## config.mk

```make
export PLATFORM = sky130hd
export DESIGN_NAME = ecn_ctrl
export DESIGN_NICKNAME = d
export VERILOG_FILES = /design/src/logic/ecn_pkg.sv /design/src/logic/ecn_cause_enc.sv /design/src/logic/ecn_ctrl.sv
export SDC_FILE = /design/constraint.sdc
export NUM_CORES = 1
export LEC_CHECK = 0
export BUFFER_PORTS_ARGS = -buffer_cell sky130_fd_sc_hd__buf_2
export CELL_PAD_IN_SITES_DETAIL_PLACEMENT = 0
export CELL_PAD_IN_SITES_GLOBAL_PLACEMENT = 2
export CORE_MARGIN = 2
export CORE_UTILIZATION = 24
export CTS_CLUSTER_SIZE = 30
export DETAILED_ROUTE_END_ITERATION = 16
export PLACE_DENSITY = 0.87
export SKIP_LAST_GASP = 1
export SYNTH_ARGS = -nofsm -noshare
export SYNTH_HDL_FRONTEND = slang
export SYNTH_SLANG_ARGS = --single-unit
```

## constraint.sdc

```tcl
create_clock -name clk_i -period 4.2 [get_ports clk_i]
set_input_delay 1.05 -clock clk_i [delete_from_list [all_inputs] [get_ports clk_i]]
set_output_delay 1.05 -clock clk_i [all_outputs]
set_load 0.02 [all_outputs]
```

## src/logic/ecn_pkg.sv

```systemverilog
// Package of constants and types for the exception cause and nesting control block
package ecn_pkg;

  // Datapath and field widths
  localparam int ADDR_W = 32;
  localparam int CAUSE_W = 5;
  localparam int LEVEL_W = 6;
  localparam int SET_W = 6;
  localparam int NCOND = 7;

  // Exception cause codes (software-visible encoding)
  localparam logic [CAUSE_W-1:0] CAUSE_NONE = 5'h00;
  localparam logic [CAUSE_W-1:0] CAUSE_MISALIGN_DATA = 5'h06;
  localparam logic [CAUSE_W-1:0] CAUSE_MISALIGN_DEST = 5'h07;
  localparam logic [CAUSE_W-1:0] CAUSE_DIVISION = 5'h08;
  localparam logic [CAUSE_W-1:0] CAUSE_UNIMPL = 5'h04;
  localparam logic [CAUSE_W-1:0] CAUSE_ILLEGAL = 5'h05;
  localparam logic [CAUSE_W-1:0] CAUSE_TRAP = 5'h03;
  localparam logic [CAUSE_W-1:0] CAUSE_MEM_FAULT = 5'h0F;

  // Priority index of each condition, 0 wins
  localparam int PRI_MEM = 0;
  localparam int PRI_ILLEGAL = 1;
  localparam int PRI_UNIMPL = 2;
  localparam int PRI_DEST = 3;
  localparam int PRI_DATA = 4;
  localparam int PRI_DIV = 5;
  localparam int PRI_TRAP = 6;

  // Divide overflow operands
  localparam logic [31:0] DIV_MIN_NUM = 32'h80000000;
  localparam logic [31:0] DIV_NEG_ONE = 32'hFFFFFFFF;

  // Reset values
  localparam logic [CAUSE_W-1:0] CAUSE_RST = 5'h00;
  localparam logic [ADDR_W-1:0] ADDR_RST = 32'h00000000;
  localparam logic [LEVEL_W-1:0] LEVEL_RST = 6'h00;
  localparam logic [SET_W-1:0] SET_RST = 6'h00;
  localparam logic [31:0] PENDING_RST = 32'h00000000;

  // Kind of entry being taken
  typedef enum logic [1:0] {
    ECN_ENTRY_NONE,
    ECN_ENTRY_EXC,
    ECN_ENTRY_IRQ,
    ECN_ENTRY_NMI
  } ecn_entry_t;

  // Access size for alignment check
  typedef enum logic [1:0] {
    ECN_SIZE_BYTE,
    ECN_SIZE_HALF,
    ECN_SIZE_WORD
  } ecn_size_t;

endpackage : ecn_pkg

```

## src/logic/ecn_cause_enc.sv

```systemverilog
// Fixed priority encoder over instruction exception conditions
module ecn_cause_enc
  import ecn_pkg::*;
#(
  parameter int N = NCOND
) (
  input wire logic [N-1:0] cond_i,
  output logic any_o,
  output logic [$clog2(N)-1:0] idx_o
);

  // Lowest index wins; scan from the top so the last hit stands
  always_comb begin
    any_o = 1'b0;
    idx_o = '0;
    for (int k = N - 1; k >= 0; k--) begin
      if (cond_i[k]) begin
        any_o = 1'b1;
        idx_o = k[$clog2(N)-1:0];
      end
    end
  end

endmodule : ecn_cause_enc

```

## src/logic/ecn_ctrl.sv

```systemverilog
// Exception cause recording and interrupt nesting control for the core
// Functional notes
// [RULE1] Record highest-priority pending cause on exception
// [RULE2] Load faulting address for addressed exceptions
// [RULE3] External interrupt leaves fault reason unchanged
// [RULE4] MMU or MPU forces cause recording on
// [RULE5] Pending vector reads zero with external controller
// [RULE6] Divide by zero or signed overflow faults
// [RULE7] Misaligned control-transfer target raises exception
// [RULE8] Misaligned load or store address raises exception
// [RULE9] Trap, unimplemented, illegal give distinct causes
// [RULE10] Nested instruction exception overwrites saved state
// [RULE11] Enable bit set lets interrupts preempt handler
// [RULE12] Auto nesting with controller allows nested interrupts
// [RULE13] Auto nesting off clears enable on interrupt
// [RULE14] Nonmaskable entry always clears interrupt enable
// [RULE15] Same set blocked until return when disabled
// [RULE16] Same set taken only above running level
// [RULE17] Nonmaskable preempts maskable, never itself preempted
// [RULE18] Noninterrupt exceptions run in normal set
// [RULE19] Dedicated nonmaskable set preserves interrupted state
// [RULE20] Software keeps set level ranges non-overlapping
// [RULE21] Interrupt entry loads enable from auto nesting
// [RULE22] Flag set switch when requested set differs
// [RULE23] Maskable request serviced only above threshold
// [RULE24] Simultaneous conditions resolved by fixed priority
module ecn_ctrl
  import ecn_pkg::*;
#(
  parameter bit HAS_EXTRA_INFO = 1'b1,
  parameter bit HAS_MMU = 1'b0,
  parameter bit HAS_MPU = 1'b0,
  parameter bit HAS_EXT_CTRL = 1'b1
) (
  input wire logic clk_i,
  input wire logic rstn_i,
  // Pipeline: instruction under execution
  input wire logic insn_valid_i,
  input wire logic [ADDR_W-1:0] insn_addr_i,
  input wire logic is_trap_i,
  input wire logic is_unimpl_i,
  input wire logic is_illegal_i,
  input wire logic is_divide_i,
  input wire logic div_signed_i,
  input wire logic [31:0] div_num_i,
  input wire logic [31:0] div_den_i,
  input wire logic is_xfer_i,
  input wire logic [ADDR_W-1:0] xfer_target_i,
  input wire logic is_mem_i,
  input wire ecn_size_t mem_size_i,
  input wire logic [ADDR_W-1:0] mem_addr_i,
  input wire logic mem_fault_i,
  // Handler return and software writes of the status bits
  input wire logic ret_i,
  input wire logic ret_enable_i,
  input wire logic [LEVEL_W-1:0] ret_level_i,
  input wire logic [SET_W-1:0] ret_set_i,
  input wire logic ret_nmi_i,
  input wire logic sw_enable_we_i,
  input wire logic sw_enable_i,
  input wire logic sw_level_we_i,
  input wire logic [LEVEL_W-1:0] sw_level_i,
  input wire logic sw_same_set_we_i,
  input wire logic sw_same_set_i,
  // Configuration
  input wire logic auto_nesting_enable_i,
  // Internal controller pending lines
  input wire logic [31:0] int_pending_i,
  // External interrupt controller port, same clock
  input wire logic ext_req_i,
  input wire logic ext_nmi_i,
  input wire logic [LEVEL_W-1:0] requested_level_i,
  input wire logic [SET_W-1:0] requested_register_set_i,
  input wire logic [ADDR_W-1:0] ext_handler_i,
  // Outputs
  output logic take_exc_o,
  output logic take_irq_o,
  output logic take_nmi_o,
  output logic [CAUSE_W-1:0] fault_reason_o,
  output logic [ADDR_W-1:0] faulting_address_field_o,
  output logic [ADDR_W-1:0] return_address_register_o,
  output logic [ADDR_W-1:0] handler_addr_o,
  output logic global_irq_enable_bit_o,
  output logic same_set_preempt_enable_o,
  output logic [LEVEL_W-1:0] level_threshold_o,
  output logic [SET_W-1:0] current_set_index_o,
  output logic in_nmi_o,
  output logic in_irq_o,
  output logic source_set_switched_flag_o,
  output logic [31:0] pending_vector_o,
  output logic [CAUSE_W-1:0] saved_cause_o
);

  localparam int IDX_W = $clog2(NCOND);

  // Cause recording is forced whenever a memory unit exists
  localparam bit RECORD = HAS_EXTRA_INFO | HAS_MMU | HAS_MPU; // [RULE4]

  logic [NCOND-1:0] cond;
  logic div_err;
  logic dest_mis;
  logic data_mis;
  logic exc_any;
  logic [IDX_W-1:0] exc_idx;
  logic [CAUSE_W-1:0] win_cause;
  logic win_has_addr;
  logic [ADDR_W-1:0] win_addr;
  logic irq_ok;
  logic same_set_ok;
  ecn_entry_t entry;

  logic [CAUSE_W-1:0] fault_reason_reg;
  logic [ADDR_W-1:0] fault_addr_reg;
  logic [ADDR_W-1:0] ret_addr_reg;
  logic [ADDR_W-1:0] handler_reg;
  logic enable_reg;
  logic same_set_reg;
  logic [LEVEL_W-1:0] level_reg;
  logic [SET_W-1:0] set_reg;
  logic nmi_reg;
  logic irq_reg;
  logic srs_reg;
  logic [31:0] pending_reg;

  // Divide faults: zero divisor, or the one signed quotient that overflows
  assign div_err = is_divide_i &&
    ((div_den_i == 32'h00000000) ||
     (div_signed_i && div_num_i == DIV_MIN_NUM && div_den_i == DIV_NEG_ONE)); // [RULE6]

  // Instruction targets must sit on a word boundary
  assign dest_mis = is_xfer_i && (xfer_target_i[1:0] != 2'h0); // [RULE7]

  // Natural alignment per access size
  always_comb begin
    data_mis = 1'b0;
    if (is_mem_i) begin
      unique case (mem_size_i)
        ECN_SIZE_BYTE: data_mis = 1'b0;
        ECN_SIZE_HALF: data_mis = mem_addr_i[0];
        ECN_SIZE_WORD: data_mis = (mem_addr_i[1:0] != 2'h0);
        default: data_mis = 1'b0;
      endcase
    end
  end // [RULE8]

  // Condition vector in priority order, one bit per cause
  always_comb begin
    cond = '0;
    cond[PRI_MEM] = mem_fault_i;
    cond[PRI_ILLEGAL] = is_illegal_i; // [RULE9]
    cond[PRI_UNIMPL] = is_unimpl_i; // [RULE9]
    cond[PRI_DEST] = dest_mis;
    cond[PRI_DATA] = data_mis;
    cond[PRI_DIV] = div_err;
    cond[PRI_TRAP] = is_trap_i; // [RULE9]
    if (!insn_valid_i) begin
      cond = '0;
    end
  end

  ecn_cause_enc #(
    .N(NCOND)
  ) u_enc (
    .cond_i(cond),
    .any_o(exc_any),
    .idx_o(exc_idx)
  ); // [RULE24]

  // Map winning index to its cause code and address
  always_comb begin
    win_cause = CAUSE_NONE;
    win_has_addr = 1'b0;
    win_addr = insn_addr_i;
    unique case (exc_idx)
      3'd0: begin
        win_cause = CAUSE_MEM_FAULT;
        win_has_addr = 1'b1;
        win_addr = mem_addr_i;
      end
      3'd1: win_cause = CAUSE_ILLEGAL;
      3'd2: win_cause = CAUSE_UNIMPL;
      3'd3: begin
        win_cause = CAUSE_MISALIGN_DEST;
        win_has_addr = 1'b1;
        win_addr = xfer_target_i;
      end
      3'd4: begin
        win_cause = CAUSE_MISALIGN_DATA;
        win_has_addr = 1'b1;
        win_addr = mem_addr_i;
      end
      3'd5: win_cause = CAUSE_DIVISION;
      3'd6: win_cause = CAUSE_TRAP;
      default: win_cause = CAUSE_NONE;
    endcase
  end // [RULE1] [RULE2]

  // Same-set gating: blocked outright, or only a higher level gets in
  always_comb begin
    same_set_ok = 1'b1;
    if (irq_reg && requested_register_set_i == set_reg) begin
      same_set_ok = same_set_reg &&
        (requested_level_i > level_reg); // [RULE15] [RULE16]
    end
  end

  // Maskable request needs enable, level above threshold, no NMI running
  assign irq_ok = HAS_EXT_CTRL && ext_req_i && !ext_nmi_i && enable_reg &&
    (requested_level_i > level_reg) && same_set_ok && !nmi_reg; // [RULE11] [RULE23]

  // Entry choice: NMI over everything unless one already runs
  always_comb begin
    entry = ECN_ENTRY_NONE;
    if (HAS_EXT_CTRL && ext_req_i && ext_nmi_i && !nmi_reg) begin
      entry = ECN_ENTRY_NMI; // [RULE17]
    end else if (exc_any) begin
      entry = ECN_ENTRY_EXC; // [RULE10]
    end else if (irq_ok) begin
      entry = ECN_ENTRY_IRQ; // [RULE12]
    end
  end

  assign take_exc_o = (entry == ECN_ENTRY_EXC);
  assign take_irq_o = (entry == ECN_ENTRY_IRQ);
  assign take_nmi_o = (entry == ECN_ENTRY_NMI);
  assign handler_addr_o = handler_reg;

  // Fault reason: written only by instruction exceptions, external ones skip it
  always_ff @(posedge clk_i or negedge rstn_i) begin
    if (!rstn_i) begin
      fault_reason_reg <= CAUSE_RST;
      fault_addr_reg <= ADDR_RST;
    end else if (RECORD && entry == ECN_ENTRY_EXC) begin
      fault_reason_reg <= win_cause; // [RULE1] [RULE4]
      if (win_has_addr) begin
        fault_addr_reg <= win_addr; // [RULE2]
      end
    end // [RULE3]
  end

  // Return address: the instruction after the one executing, overwritten on nesting
  always_ff @(posedge clk_i or negedge rstn_i) begin
    if (!rstn_i) begin
      ret_addr_reg <= ADDR_RST;
    end else if (entry != ECN_ENTRY_NONE) begin
      ret_addr_reg <= insn_addr_i + 32'h00000004; // [RULE10]
    end
  end

  // Handler address held from entry, so a controller that moves on cannot redirect
  always_ff @(posedge clk_i or negedge rstn_i) begin
    if (!rstn_i) begin
      handler_reg <= ADDR_RST;
    end else if (entry == ECN_ENTRY_IRQ || entry == ECN_ENTRY_NMI) begin
      handler_reg <= ext_handler_i;
    end
  end

  // Global enable: loaded per entry kind, else software or return
  always_ff @(posedge clk_i or negedge rstn_i) begin
    if (!rstn_i) begin
      enable_reg <= 1'b0;
    end else begin
      unique case (entry)
        ECN_ENTRY_IRQ: enable_reg <= auto_nesting_enable_i; // [RULE13] [RULE21]
        ECN_ENTRY_NMI: enable_reg <= 1'b0; // [RULE14]
        ECN_ENTRY_EXC: enable_reg <= 1'b0; // [RULE21]
        ECN_ENTRY_NONE: begin
          if (ret_i) begin
            enable_reg <= ret_enable_i;
          end else if (sw_enable_we_i) begin
            enable_reg <= sw_enable_i; // [RULE11]
          end
        end
      endcase
    end
  end

  // Level and register set; exceptions keep whatever set runs
  always_ff @(posedge clk_i or negedge rstn_i) begin
    if (!rstn_i) begin
      level_reg <= LEVEL_RST;
      set_reg <= SET_RST;
    end else if (entry == ECN_ENTRY_IRQ || entry == ECN_ENTRY_NMI) begin
      level_reg <= requested_level_i;
      set_reg <= requested_register_set_i; // [RULE19]
    end else if (entry == ECN_ENTRY_NONE) begin
      if (ret_i) begin
        level_reg <= ret_level_i;
        set_reg <= ret_set_i;
      end else if (sw_level_we_i) begin
        level_reg <= sw_level_i;
      end
    end // [RULE18]
  end

  // Mode bits: entry sets them, only a return clears them
  always_ff @(posedge clk_i or negedge rstn_i) begin
    if (!rstn_i) begin
      nmi_reg <= 1'b0;
      irq_reg <= 1'b0;
    end else if (entry == ECN_ENTRY_IRQ || entry == ECN_ENTRY_NMI) begin
      nmi_reg <= (entry == ECN_ENTRY_NMI);
      irq_reg <= 1'b1;
    end else if (entry == ECN_ENTRY_NONE && ret_i) begin
      nmi_reg <= nmi_reg & ret_nmi_i; // Return never enters NMI mode
      irq_reg <= 1'b0;
    end
  end

  // Same-set preemption: off at every interrupt entry until software allows it
  always_ff @(posedge clk_i or negedge rstn_i) begin
    if (!rstn_i) begin
      same_set_reg <= 1'b0;
    end else if (entry == ECN_ENTRY_IRQ || entry == ECN_ENTRY_NMI) begin
      same_set_reg <= 1'b0; // [RULE15]
    end else if (entry == ECN_ENTRY_NONE && !ret_i && sw_same_set_we_i) begin
      same_set_reg <= sw_same_set_i; // [RULE16]
    end
  end

  // Set-switch flag: recorded per interrupt entry, cleared by exceptions
  always_ff @(posedge clk_i or negedge rstn_i) begin
    if (!rstn_i) begin
      srs_reg <= 1'b0;
    end else if (entry == ECN_ENTRY_IRQ || entry == ECN_ENTRY_NMI) begin
      srs_reg <= (requested_register_set_i != set_reg); // [RULE22]
    end else if (entry == ECN_ENTRY_EXC) begin
      srs_reg <= 1'b0; // [RULE18]
    end
  end

  // Pending vector: forced to zero when the external controller is used
  always_ff @(posedge clk_i or negedge rstn_i) begin
    if (!rstn_i) begin
      pending_reg <= PENDING_RST;
    end else begin
      pending_reg <= HAS_EXT_CTRL ? PENDING_RST : int_pending_i; // [RULE5]
    end
  end

  assign fault_reason_o = fault_reason_reg;
  assign saved_cause_o = fault_reason_reg;
  assign faulting_address_field_o = fault_addr_reg;
  assign return_address_register_o = ret_addr_reg;
  assign global_irq_enable_bit_o = enable_reg;
  assign same_set_preempt_enable_o = same_set_reg;
  assign level_threshold_o = level_reg;
  assign current_set_index_o = set_reg;
  assign in_nmi_o = nmi_reg;
  assign in_irq_o = irq_reg;
  assign source_set_switched_flag_o = srs_reg;
  assign pending_vector_o = pending_reg;

endmodule : ecn_ctrl

```

==> metrics, run 1 <==
Synth area leaders=dfrtp_1, mux2_2, mux2_4; Cell Rows=61; Cell Area, Synth=6770 um2; Comb pwr share=34.3%; number of synthesized flops with an enable pin=0; floorplan core area=27800 um2; status=complete, no violations; Placer Congestion=0.837; clock power share=33.0%; top cell type's share of synthesized area=43.2%; number of port buffers=369; Critical Path RT=3.15 ns; global-route wire length before repair=36800 um; predominant post-synthesis flop cell=dfrtp_1; PD cells=523 nW/um2; multi-input logic area=3410 um2; Fillers=2944; # IOs=436; post-synthesis register bit count=117; Syn Inst Count=664; antenna violations before repair=7; H-tree Lvls=4; Top Usage Layer GRT=met2; met2 GRT Util=26.2%; Clock Path Buffers=2; Clk pin slew, worst setup/hold paths=0.06 ns; Sw Share=36.6%; CTS tree=yes; Ys Warns=0; most frequent cells after synthesis=dfrtp_1, nand2_1, buf_4, xnor2_1; Critical Path Sink Type=primary output; Worst Clk Skew=0.00914 ns; Critical Path Start Type=input port; vias in the first global route=6371; Die Area=29600 um2; MaxCap Viol Count=0; clk_lat worst skew=0.42 ns; die height=172 um; CP max FO=3; grt ovf=0; Final min period=3.97 ns; met1 usage=21.4%; CTS sink cnt=117; Synth area leader=dfrtp_1; worst vdd rail ir drop=0.230 mV; Crit Path Class=input port to primary output; setup violators final=0; Max transition margin=28.2%; slew at the pin closest to its max-slew limit=1.07 ns; mean post-synth cell area=10.2 um2; P_leak=4.49 nW; endpoints failing hold=0; setup TNS=0 ns; First-pass DRT Iterations=4; CTS Buf Count=17; GR Layer Usage met3=3.87%; Async SR Flop Fraction=100%; Die W=172 um; Post-Route WL=25000 um; Post-layout nets=1312; layout cells sized above 1=46.9%; drt first-iter violations=334; fin area=9580 um2; CTS Root Cell=clkbuf_16; RSZ-0062 raised after global routing=no; post-route ant nets=0; Tcrit/Tclk final=94.5%; largest net degree at the start of global routing=70; starting density of the core=24.4%; P_sw=1.83 mW; Int Power=3.17 mW; DPL Wire Length=19200 um; drt via density=4.62; Storage cell area=2930 um2; Area growth, synth to finish=41.5%; final slew viol count=0; Pwr Total=5.01 mW; hold buffers post-CTS=0; cell with the most instances after synthesis=dfrtp_1; number of setup buffers added after CTS=0; unique cell type count in the Yosys netlist=61; WL/cell=17.6 um; register area share after synthesis=43.2%; fmax=252 MHz; Placed Area=8910 um2; WP data arrival=2.92 ns; post-CTS sizing=0; register share of total power=32.8%; total track usage=16.3%; vias post-DR=6555; drc violations=0; worst hold path class=flip-flop to flip-flop
## kinds of logic (layout without fill, tap and decap cells)
kind of cell / after synthesis / count (layout) / synth area share, %
compound gates: 132 / 132 / 14.4
xor+xnor: 34 / 34 / 4.40
fa+ha+maj: 9 / 9 / 1.66
buf+inv: 95 / 436 / 8.46
flops: 117 / 117 / 43.2
mux: 64 / 64 / 11.7
other cells: 1 / 38 / 0.0554
simple gates: 212 / 212 / 16.1
## cells in the final DEF, fill, tap and decap left out, types with 21 or more instances in the layout
cell	Yosys	layout
buf_2	10	368
dfrtp_1	117	117
nand2_1	82	82
conb_1	1	34
xnor2_1	33	33
o2111ai_1	32	32
o211ai_1	32	32
mux2_2	32	32
nand3_1	23	23
mux2_4	21	21
## cell type report
cell class / instances / share of cell area, %
Clock buffer: 17 / 4.44
Sequential cell: 117 / 30.6
Timing Repair Buffer: 389 / 21.3
Antenna cell: 4 / 0.104
Clock inverter: 15 / 2.42
Inverter: 15 / 0.640
Tap cell: 378 / 4.94
Multi-Input combinational cell: 485 / 35.6
## power groups by stage
stage,logic (mW),clock network (mW),registers (mW)
finish,1.72,1.65,1.64
global placement,1.73,0,1.65
floorplan,0.640,0,2.09
detailed placement,1.74,0,1.66
CTS,1.74,1.71,1.65
global route,1.86,1.75,1.69
## stage by stage
stage                     instances  setup slack [ns]  hold slack [ns]  utilization [%]
after floorplan                 697             0.457            0.609                -
after global placement         1384             0.215            0.464             32.1
after detailed placement       1384             0.194            0.469             32.1
after CTS                      1416             0.184            0.484             34.4
after global routing           1418            0.0218            0.502             34.5
final                          1420             0.231            0.483             34.5
## routing by layer
| layer | up-vias | wire [um] |
|---|---|---|
| li1 | 3131 | - |
| met1 | 3147 | 11100 |
| met2 | 240 | 11800 |
| met3 | 33 | 1650 |
| met4 | 4 | 485 |
| met5 | - | 31 |
## path summary, 6_finish.rpt
check	start	slack (ns)	endpoint	depth (start not counted)
worst max-delay path	div_num_i[1]	0.23	take_irq_o	8
worst min-delay path	handler_addr_o[30]	0.48	handler_addr_o[30]	1
worst max register to register	level_threshold_o[2]	1.21	handler_addr_o[5]	8
worst min register to register	handler_addr_o[30]	0.48	handler_addr_o[30]	1
max in group asynchronous	rstn_i	2.69	faulting_address_field_o[8]	2
min in group asynchronous	rstn_i	0.65	handler_addr_o[0]	1
## worst max-delay path, cell delays in order
cell and delay, ns:
buf_2 0.10, nor4_1 0.45, nand4_1 0.27, nor3_2 0.24, nand4_1 0.18, a21boi_1 0.36, nor2_1 0.09, buf_2 0.18
## sequential cells by signal (all words and copies together), names as in the netlist
register / cells
handler_addr_o: 32
in_nmi_o: 1
source_set_switched_flag_o: 1
fault_reason_o: 4
level_threshold_o: 6
return_address_register_o: 32
global_irq_enable_bit_o: 1
same_set_preempt_enable_o: 1
in_irq_o: 1
faulting_address_field_o: 32
current_set_index_o: 6
No activity file was read; power rests on OpenSTA's default activity.
==> inputs of run 2 (changes only) <==
--- a/config.mk
+++ b/config.mk
@@ -9,11 +9,12 @@
 export CELL_PAD_IN_SITES_DETAIL_PLACEMENT = 0
 export CELL_PAD_IN_SITES_GLOBAL_PLACEMENT = 2
 export CORE_MARGIN = 2
-export CORE_UTILIZATION = 24
+export CORE_UTILIZATION = 23
 export CTS_CLUSTER_SIZE = 30
 export DETAILED_ROUTE_END_ITERATION = 16
-export PLACE_DENSITY = 0.87
+export PLACE_DENSITY = 0.86
 export SKIP_LAST_GASP = 1
 export SYNTH_ARGS = -nofsm -noshare
 export SYNTH_HDL_FRONTEND = slang
+export SYNTH_HIERARCHICAL = 1
 export SYNTH_SLANG_ARGS = --single-unit
==> metrics, run 2 <==
First-pass DRT Iterations=4 (unchanged); PD cells=525 nW/um2 (+0.35%); P_leak=4.68 nW (+4.3%); Placed Area=8840 um2 (-0.84%); hold depth=2 (+1); top cell type's share of synthesized area=44.9% (+1.7 points); number of port buffers=369 (unchanged); number of synthesized flops with an enable pin=0 (unchanged); post-route ant nets=0 (unchanged); hold buffers post-CTS=0 (unchanged); final slew viol count=0 (unchanged); # IOs=436 (unchanged); setup violators final=0 (unchanged); Pwr Total=5.04 mW (+0.64%); most frequent cells after synthesis=dfrtp_1, nand2_1, mux2_2, buf_4, o21ai_0; starting density of the core=23.4% (-0.96 points); CTS sink cnt=117 (unchanged); fin area=9610 um2 (+0.29%); vias in the first global route=6430 (+0.93%); fin util=34.5% (about the same); final setup margin=0.127 ns (-0.104 ns); Cell Area, Synth=6520 um2 (-3.7%); Placement Setup Slack=-0.243 ns (-0.437 ns); status=complete, no violations; MaxCap Viol Count=0 (unchanged); Post-layout nets=1332 (+1.5%); die height=172 um (+0.25%); Die W=172 um (+0.25%); Cell Rows=61 (unchanged); worst hold path class=flip-flop to flip-flop; CTS Root Cell=clkbuf_16; largest net degree at the start of global routing=68 (-2.9%); Synth area leaders=dfrtp_1, mux2_2, buf_4; Critical Path Sink Type=primary output; clk_lat worst skew=0.41 ns (about the same); mean post-synth cell area=10.0 um2 (-1.6%); Clock Path Buffers=2 (unchanged); total track usage=16.6% (+0.36 points); predominant post-synthesis flop cell=dfrtp_1; slew at the pin closest to its max-slew limit=0.786 ns (-0.288 ns); Critical Path Start Type=input port; Crit Path Class=input port to primary output; H-tree Lvls=4 (unchanged); Final Hold Slack=0.475 ns (-0.00869 ns); CTS tree=yes; endpoints failing hold=0 (unchanged); Final min period=4.07 ns (+0.104 ns); Tcrit/Tclk final=97.0% (+2.5 points); register area share after synthesis=44.9% (+1.7 points); WL/cell=17.6 um (about the same); layout cells sized above 1=50.1% (+3.2 points); floorplan core area=27900 um2 (+0.28%); drt via density=4.52 (-2.2%); Ys Warns=6 (+6); vias post-DR=6498 (-0.87%); R2R cell count=6 (-2); RSZ-0062 raised after global routing=yes; global-route wire length before repair=37100 um (+0.88%); fmax=246 MHz (-2.5%); antenna violations before repair=6 (-1); CP max FO=2 (-1); Synth area leader=dfrtp_1; DPL Wire Length=19900 um (+3.5%); Syn Inst Count=650 (-2.1%); WP data arrival=3.02 ns (+0.10 ns); Area growth, synth to finish=47.3%; Placer Congestion=0.823 (-1.7%); Clk pin slew, worst setup/hold paths=0.06 ns (about the same); most frequent cells in the layout=buf_2, dfrtp_1, nand2_1; CTS Buf Count=17 (unchanged); Async SR Flop Fraction=100% (unchanged); Max transition margin=47.2% (+19 points); Worst Clk Skew=0.00926 ns (+0.000123 ns); drc violations=0 (unchanged); Die Area=29700 um2 (+0.50%); cell with the most instances after synthesis=dfrtp_1; worst vdd rail ir drop=0.194 mV (-15%); grt ovf=0 (unchanged); Critical Path RT=3.15 ns (about the same); Post-Route WL=25300 um (+1.3%); Fillers=2983 (+1.3%); post-synthesis register bit count=117 (unchanged); drt first-iter violations=357 (+6.9%); commonest non-fill, non-tap cell in the layout=buf_2; unique cell type count in the Yosys netlist=56 (-8.2%)
## run 2: changes by cell type after synthesis, sizes merged, moves of 8 or more
cell,delta
inv,+8
xor2,+18
o2111ai,-32
o21ai,+29
xnor2,-16
mux2,+8
nand2,-16
a22oi,+32
o211ai,-27
## run 2: what timing repair did
| action | 4_1_cts | 5_1_grt |
|---|---|---|
| endpoints found under the hold margin | 0 | 0 |
| gates resized for setup | 13 | 12 |
| pin swaps | 7 | 5 |
| setup endpoints to repair | 2 | 7 |
| cloned | 0 | 0 |
| buffers inserted | 13 | 0 |
## run 2: cells by family (layout without fill, tap and decap cells)
group	Yosys count	after routing	share of synthesized area (%)
adder cells (fa/ha/maj)	9	9	1.73
XOR/XNOR	36	36	4.83
other	1	37	0.0575
buffers and inverters	94	469	8.00
AO/OA/AOI/OAI	133	133	13.8
flip-flops	117	117	44.9
multiplexers	66	66	11.4
AND/OR/NAND/NOR	194	194	15.3
## run 2: where the power goes
| part | switching [mW] | leakage, nW | internal (mW) | total, mW |
|---|---|---|---|---|
| clock network | 0.599 | 0.287 | 0.914 | 1.51 |
| logic | 1.12 | 3.00 | 0.738 | 1.86 |
| registers | 0.198 | 1.40 | 1.47 | 1.67 |
| total | 1.92 | 4.68 | 3.13 | 5.04 |
## run 2: worst paths after layout
check	endpoint	slack (ns)	start
max	take_irq_o	0.13	div_num_i[7]
min	faulting_address_field_o[26]	0.47	faulting_address_field_o[26]
max reg2reg	handler_addr_o[9]	1.80	current_set_index_o[2]
min reg2reg	faulting_address_field_o[26]	0.47	faulting_address_field_o[26]
max in group asynchronous	return_address_register_o[11]	2.67	rstn_i
min in group asynchronous	return_address_register_o[24]	0.67	rstn_i
## run 2: critical path, cell delays in order
cell     delay [ns]
buf_6          0.09
or4b_4         0.53
nor4_2         0.15
nand4_1        0.14
nor4_2         0.22
o211a_1        0.20
nor3_2         0.05
nand2_2        0.10
inv_2          0.04
o211a_1        0.15
o31ai_4        0.08
nor2_2         0.08
buf_6          0.14
## run 2: cell type report
type	count	area, um2	share of cell area [%]
Multi-Input combinational cell	472	3250	33.8
Sequential cell	117	2930	30.5
Timing Repair Buffer	413	2260	23.5
Tap cell	378	473	4.92
Clock buffer	19	453	4.71
Clock inverter	13	145	1.51
Inverter	24	90.1	0.938
Antenna cell	3	7.51	0.0781
## run 2: per-layer routing
layer	vias to the layer above	track usage [%]	share of wire, %
li1	3093	-	-
met1	3074	19.7	41
met2	302	28.8	48
met3	23	5.01	8.8
met4	6	5.22	1.7
met5	-	0	0.15
## run 2: per-stage QoR
stage	cells	TNS, ns
after global placement	1391	-0.397
final	1439	0
after detailed placement	1391	-0.339
after CTS	1436	0
after floorplan	683	-0.0221
after global routing	1438	-0.0597
==> inputs of run 3 (changes only) <==
--- a/config.mk
+++ b/config.mk
@@ -6,13 +6,14 @@
 export NUM_CORES = 1
 export LEC_CHECK = 0
 export BUFFER_PORTS_ARGS = -buffer_cell sky130_fd_sc_hd__buf_2
-export CELL_PAD_IN_SITES_DETAIL_PLACEMENT = 0
+export CELL_PAD_IN_SITES_DETAIL_PLACEMENT = 1
 export CELL_PAD_IN_SITES_GLOBAL_PLACEMENT = 2
 export CORE_MARGIN = 2
-export CORE_UTILIZATION = 23
+export CORE_UTILIZATION = 24
+export CTS_BUF_LIST = sky130_fd_sc_hd__clkbuf_4
 export CTS_CLUSTER_SIZE = 30
 export DETAILED_ROUTE_END_ITERATION = 16
-export PLACE_DENSITY = 0.86
+export PLACE_DENSITY = 0.89
 export SKIP_LAST_GASP = 1
 export SYNTH_ARGS = -nofsm -noshare
 export SYNTH_HDL_FRONTEND = slang
==> metrics, run 3 (synthesized netlist as in run 2, its figures left out) <==
die height=169 um (-2.1%); # IOs=436 (unchanged); H-tree Lvls=4 (unchanged); worst vdd rail ir drop=0.194 mV (-0.23%); Die Area=28500 um2 (-4.1%); setup slack, reg-to-reg=1.29 ns (-0.51 ns); Pwr Total=4.45 mW (-12%); Tcrit/Tclk final=99.5% (+2.6 points); Placed Cells=1355 (-2.6%); Critical Path RT=3.15 ns (about the same); Placer Congestion=0.859 (+4.5%); worst hold path class=flip-flop to flip-flop; MaxCap Viol Count=0 (unchanged); grt ovf=0 (unchanged); fmax=239 MHz (-2.6%); final slew viol count=0 (unchanged); final setup margin=0.0196 ns (-0.108 ns); Post-Route WL=27300 um (+8.0%); Post-layout nets=1336 (+0.30%); worst path cell trace=buf_6, or4b_4, nor4_4, nand4_1, nor4_1, o211a_1, nor3_4, nand2_2, inv_2, o211a_1, o31ai_4, nor2_2, buf_6; Max transition margin=43.6% (-3.6 points); Cell Rows=60 (-1.6%); Die W=169 um (-2.1%); slew at the pin closest to its max-slew limit=0.846 ns (+0.0595 ns); worst setup path startpoint=div_num_i[7]; CTS Buf Count=17 (unchanged); WL/cell=19.4 um (+10%); status=complete, no violations; Crit Path Class=input port to primary output; PD cells=478 nW/um2 (-8.9%); drt first-iter violations=284 (-20%); layout cells sized above 1=50.1% (about the same); Clock Path Buffers=2 (unchanged); vias in the first global route=7047 (+9.6%); Placement Setup Slack=-0.334 ns (-0.0911 ns); Critical Path Sink Type=primary output; antenna violations before repair=5 (-1); Final min period=4.18 ns (+0.108 ns); sum of buffers and inverters on the critical path=3 (unchanged); DPL Wire Length=21800 um (+9.5%); commonest non-fill, non-tap cell in the layout=buf_2; fin area=9310 um2 (-3.1%); stages on the worst setup path=13 (unchanged); RSZ-0062 raised after global routing=yes; global-route wire length before repair=41000 um (+10%); drt via density=4.75 (+5.3%); fin cells=1406 (-2.3%); CTS sink cnt=117 (unchanged); starting density of the core=24.3% (+0.92 points); most frequent cells in the layout=buf_2, dfrtp_1, nand2_1; Fillers=3254 (+9.1%); end point of the critical path=take_irq_o; hold buffers post-CTS=0 (unchanged); clk_lat worst skew=0.53 ns (+0.12 ns); Worst Clk Skew=0.0226 ns (+0.0134 ns); Area growth, synth to finish=42.8%; Placed Area=8810 um2 (-0.30%); Crit Reg-Reg Startpoint=level_threshold_o[5]; largest net degree at the start of global routing=63 (-7.4%); drc violations=0 (unchanged); vias post-DR=6683 (+2.8%); CTS tree=yes; First-pass DRT Iterations=5 (+1); total track usage=19.0% (+2.4 points); Clk pin slew, worst setup/hold paths=0.12 ns (+0.06 ns); CTS Root Cell=clkbuf_4; number of port buffers=369 (unchanged); post-route ant nets=0 (unchanged); family with the most delay on the worst path=simple AND/OR/NAND/NOR gates; WP data arrival=3.13 ns (+0.11 ns); Slowest-stage cell, CP=or4b_4; CP max FO=3 (+1); R2R cell count=10 (+4); max incr delay on CP=0.54 ns (about the same); P_leak=4.58 nW (-2.3%); Reg-to-Reg End=return_address_register_o[26]; endpoints failing hold=0 (unchanged); floorplan core area=26800 um2 (-3.8%); Critical Path Start Type=input port; setup violators final=0 (unchanged)
==> run 3: worst min-delay path by stage <==
stage                            startpoint                           end  cells past startpoint
4_1_cts        faulting_address_field_o[21]  faulting_address_field_o[21]                      2
3_3_place_gp   faulting_address_field_o[17]  faulting_address_field_o[17]                      2
2_1_floorplan  faulting_address_field_o[27]  faulting_address_field_o[27]                      2
5_1_grt                  handler_addr_o[30]            handler_addr_o[30]                      1
3_5_place_dp   faulting_address_field_o[21]  faulting_address_field_o[21]                      2
6_report       faulting_address_field_o[21]  faulting_address_field_o[21]                      2
==> run 3: cell type report <==
cell class	count	area [um2]	share of cell area, %
Multi-Input combinational cell	472	3260	35.0
Sequential cell	117	2930	31.4
Timing Repair Buffer	417	2310	24.8
Tap cell	341	427	4.58
Clock inverter	15	155	1.67
Clock buffer	17	128	1.37
Inverter	24	90.1	0.968
Antenna cell	3	7.51	0.0806
==> run 3: worst reg2reg max path, delay by kind of cell (launching register included) <==
family | cells | cell delay, ns
flip-flops | 1 | 0.37
AO/OA/AOI/OAI | 3 | 1.02
AND/OR/NAND/NOR | 1 | 0.14
multiplexers | 1 | 0.33
buffers and inverters | 4 | 0.64
adder cells (fa/ha/maj) | 1 | 0.31
==> run 3: report_power, final <==
| group | total (mW) | switching [mW] | internal, mW |
|---|---|---|---|
| sequential | 1.68 | 0.207 | 1.47 |
| combinational | 1.89 | 1.14 | 0.746 |
| clock | 0.886 | 0.528 | 0.358 |
==> run 3: routing by layer <==
| metal | GRT usage, % | part of all wire, % |
|---|---|---|
| met1 | 22.5 | 41 |
| met3 | 5.21 | 7.5 |
| met2 | 33.6 | 50 |
| met5 | 0 | 0.033 |
| met4 | 5.55 | 1.4 |
==> run 3: what timing repair did <==
action / in CTS / in global routing
endpoints found under the setup margin: 2 / 7
gates resized for setup: 12 / 13
pin swaps: 6 / 7
setup buffers: 15 / 3
==> run 3: per-stage QoR <==
step / setup TNS (ns) / utilization (%) / hold slack, ns
after floorplan: -0.0221 / - / 0.586
after global placement: -1.50 / 32.9 / 0.456
after detailed placement: -3.10 / 32.9 / 0.466
after CTS: -0.000435 / 34.5 / 0.498
after global routing: -0.113 / 34.7 / 0.515
final: 0 / 34.7 / 0.492
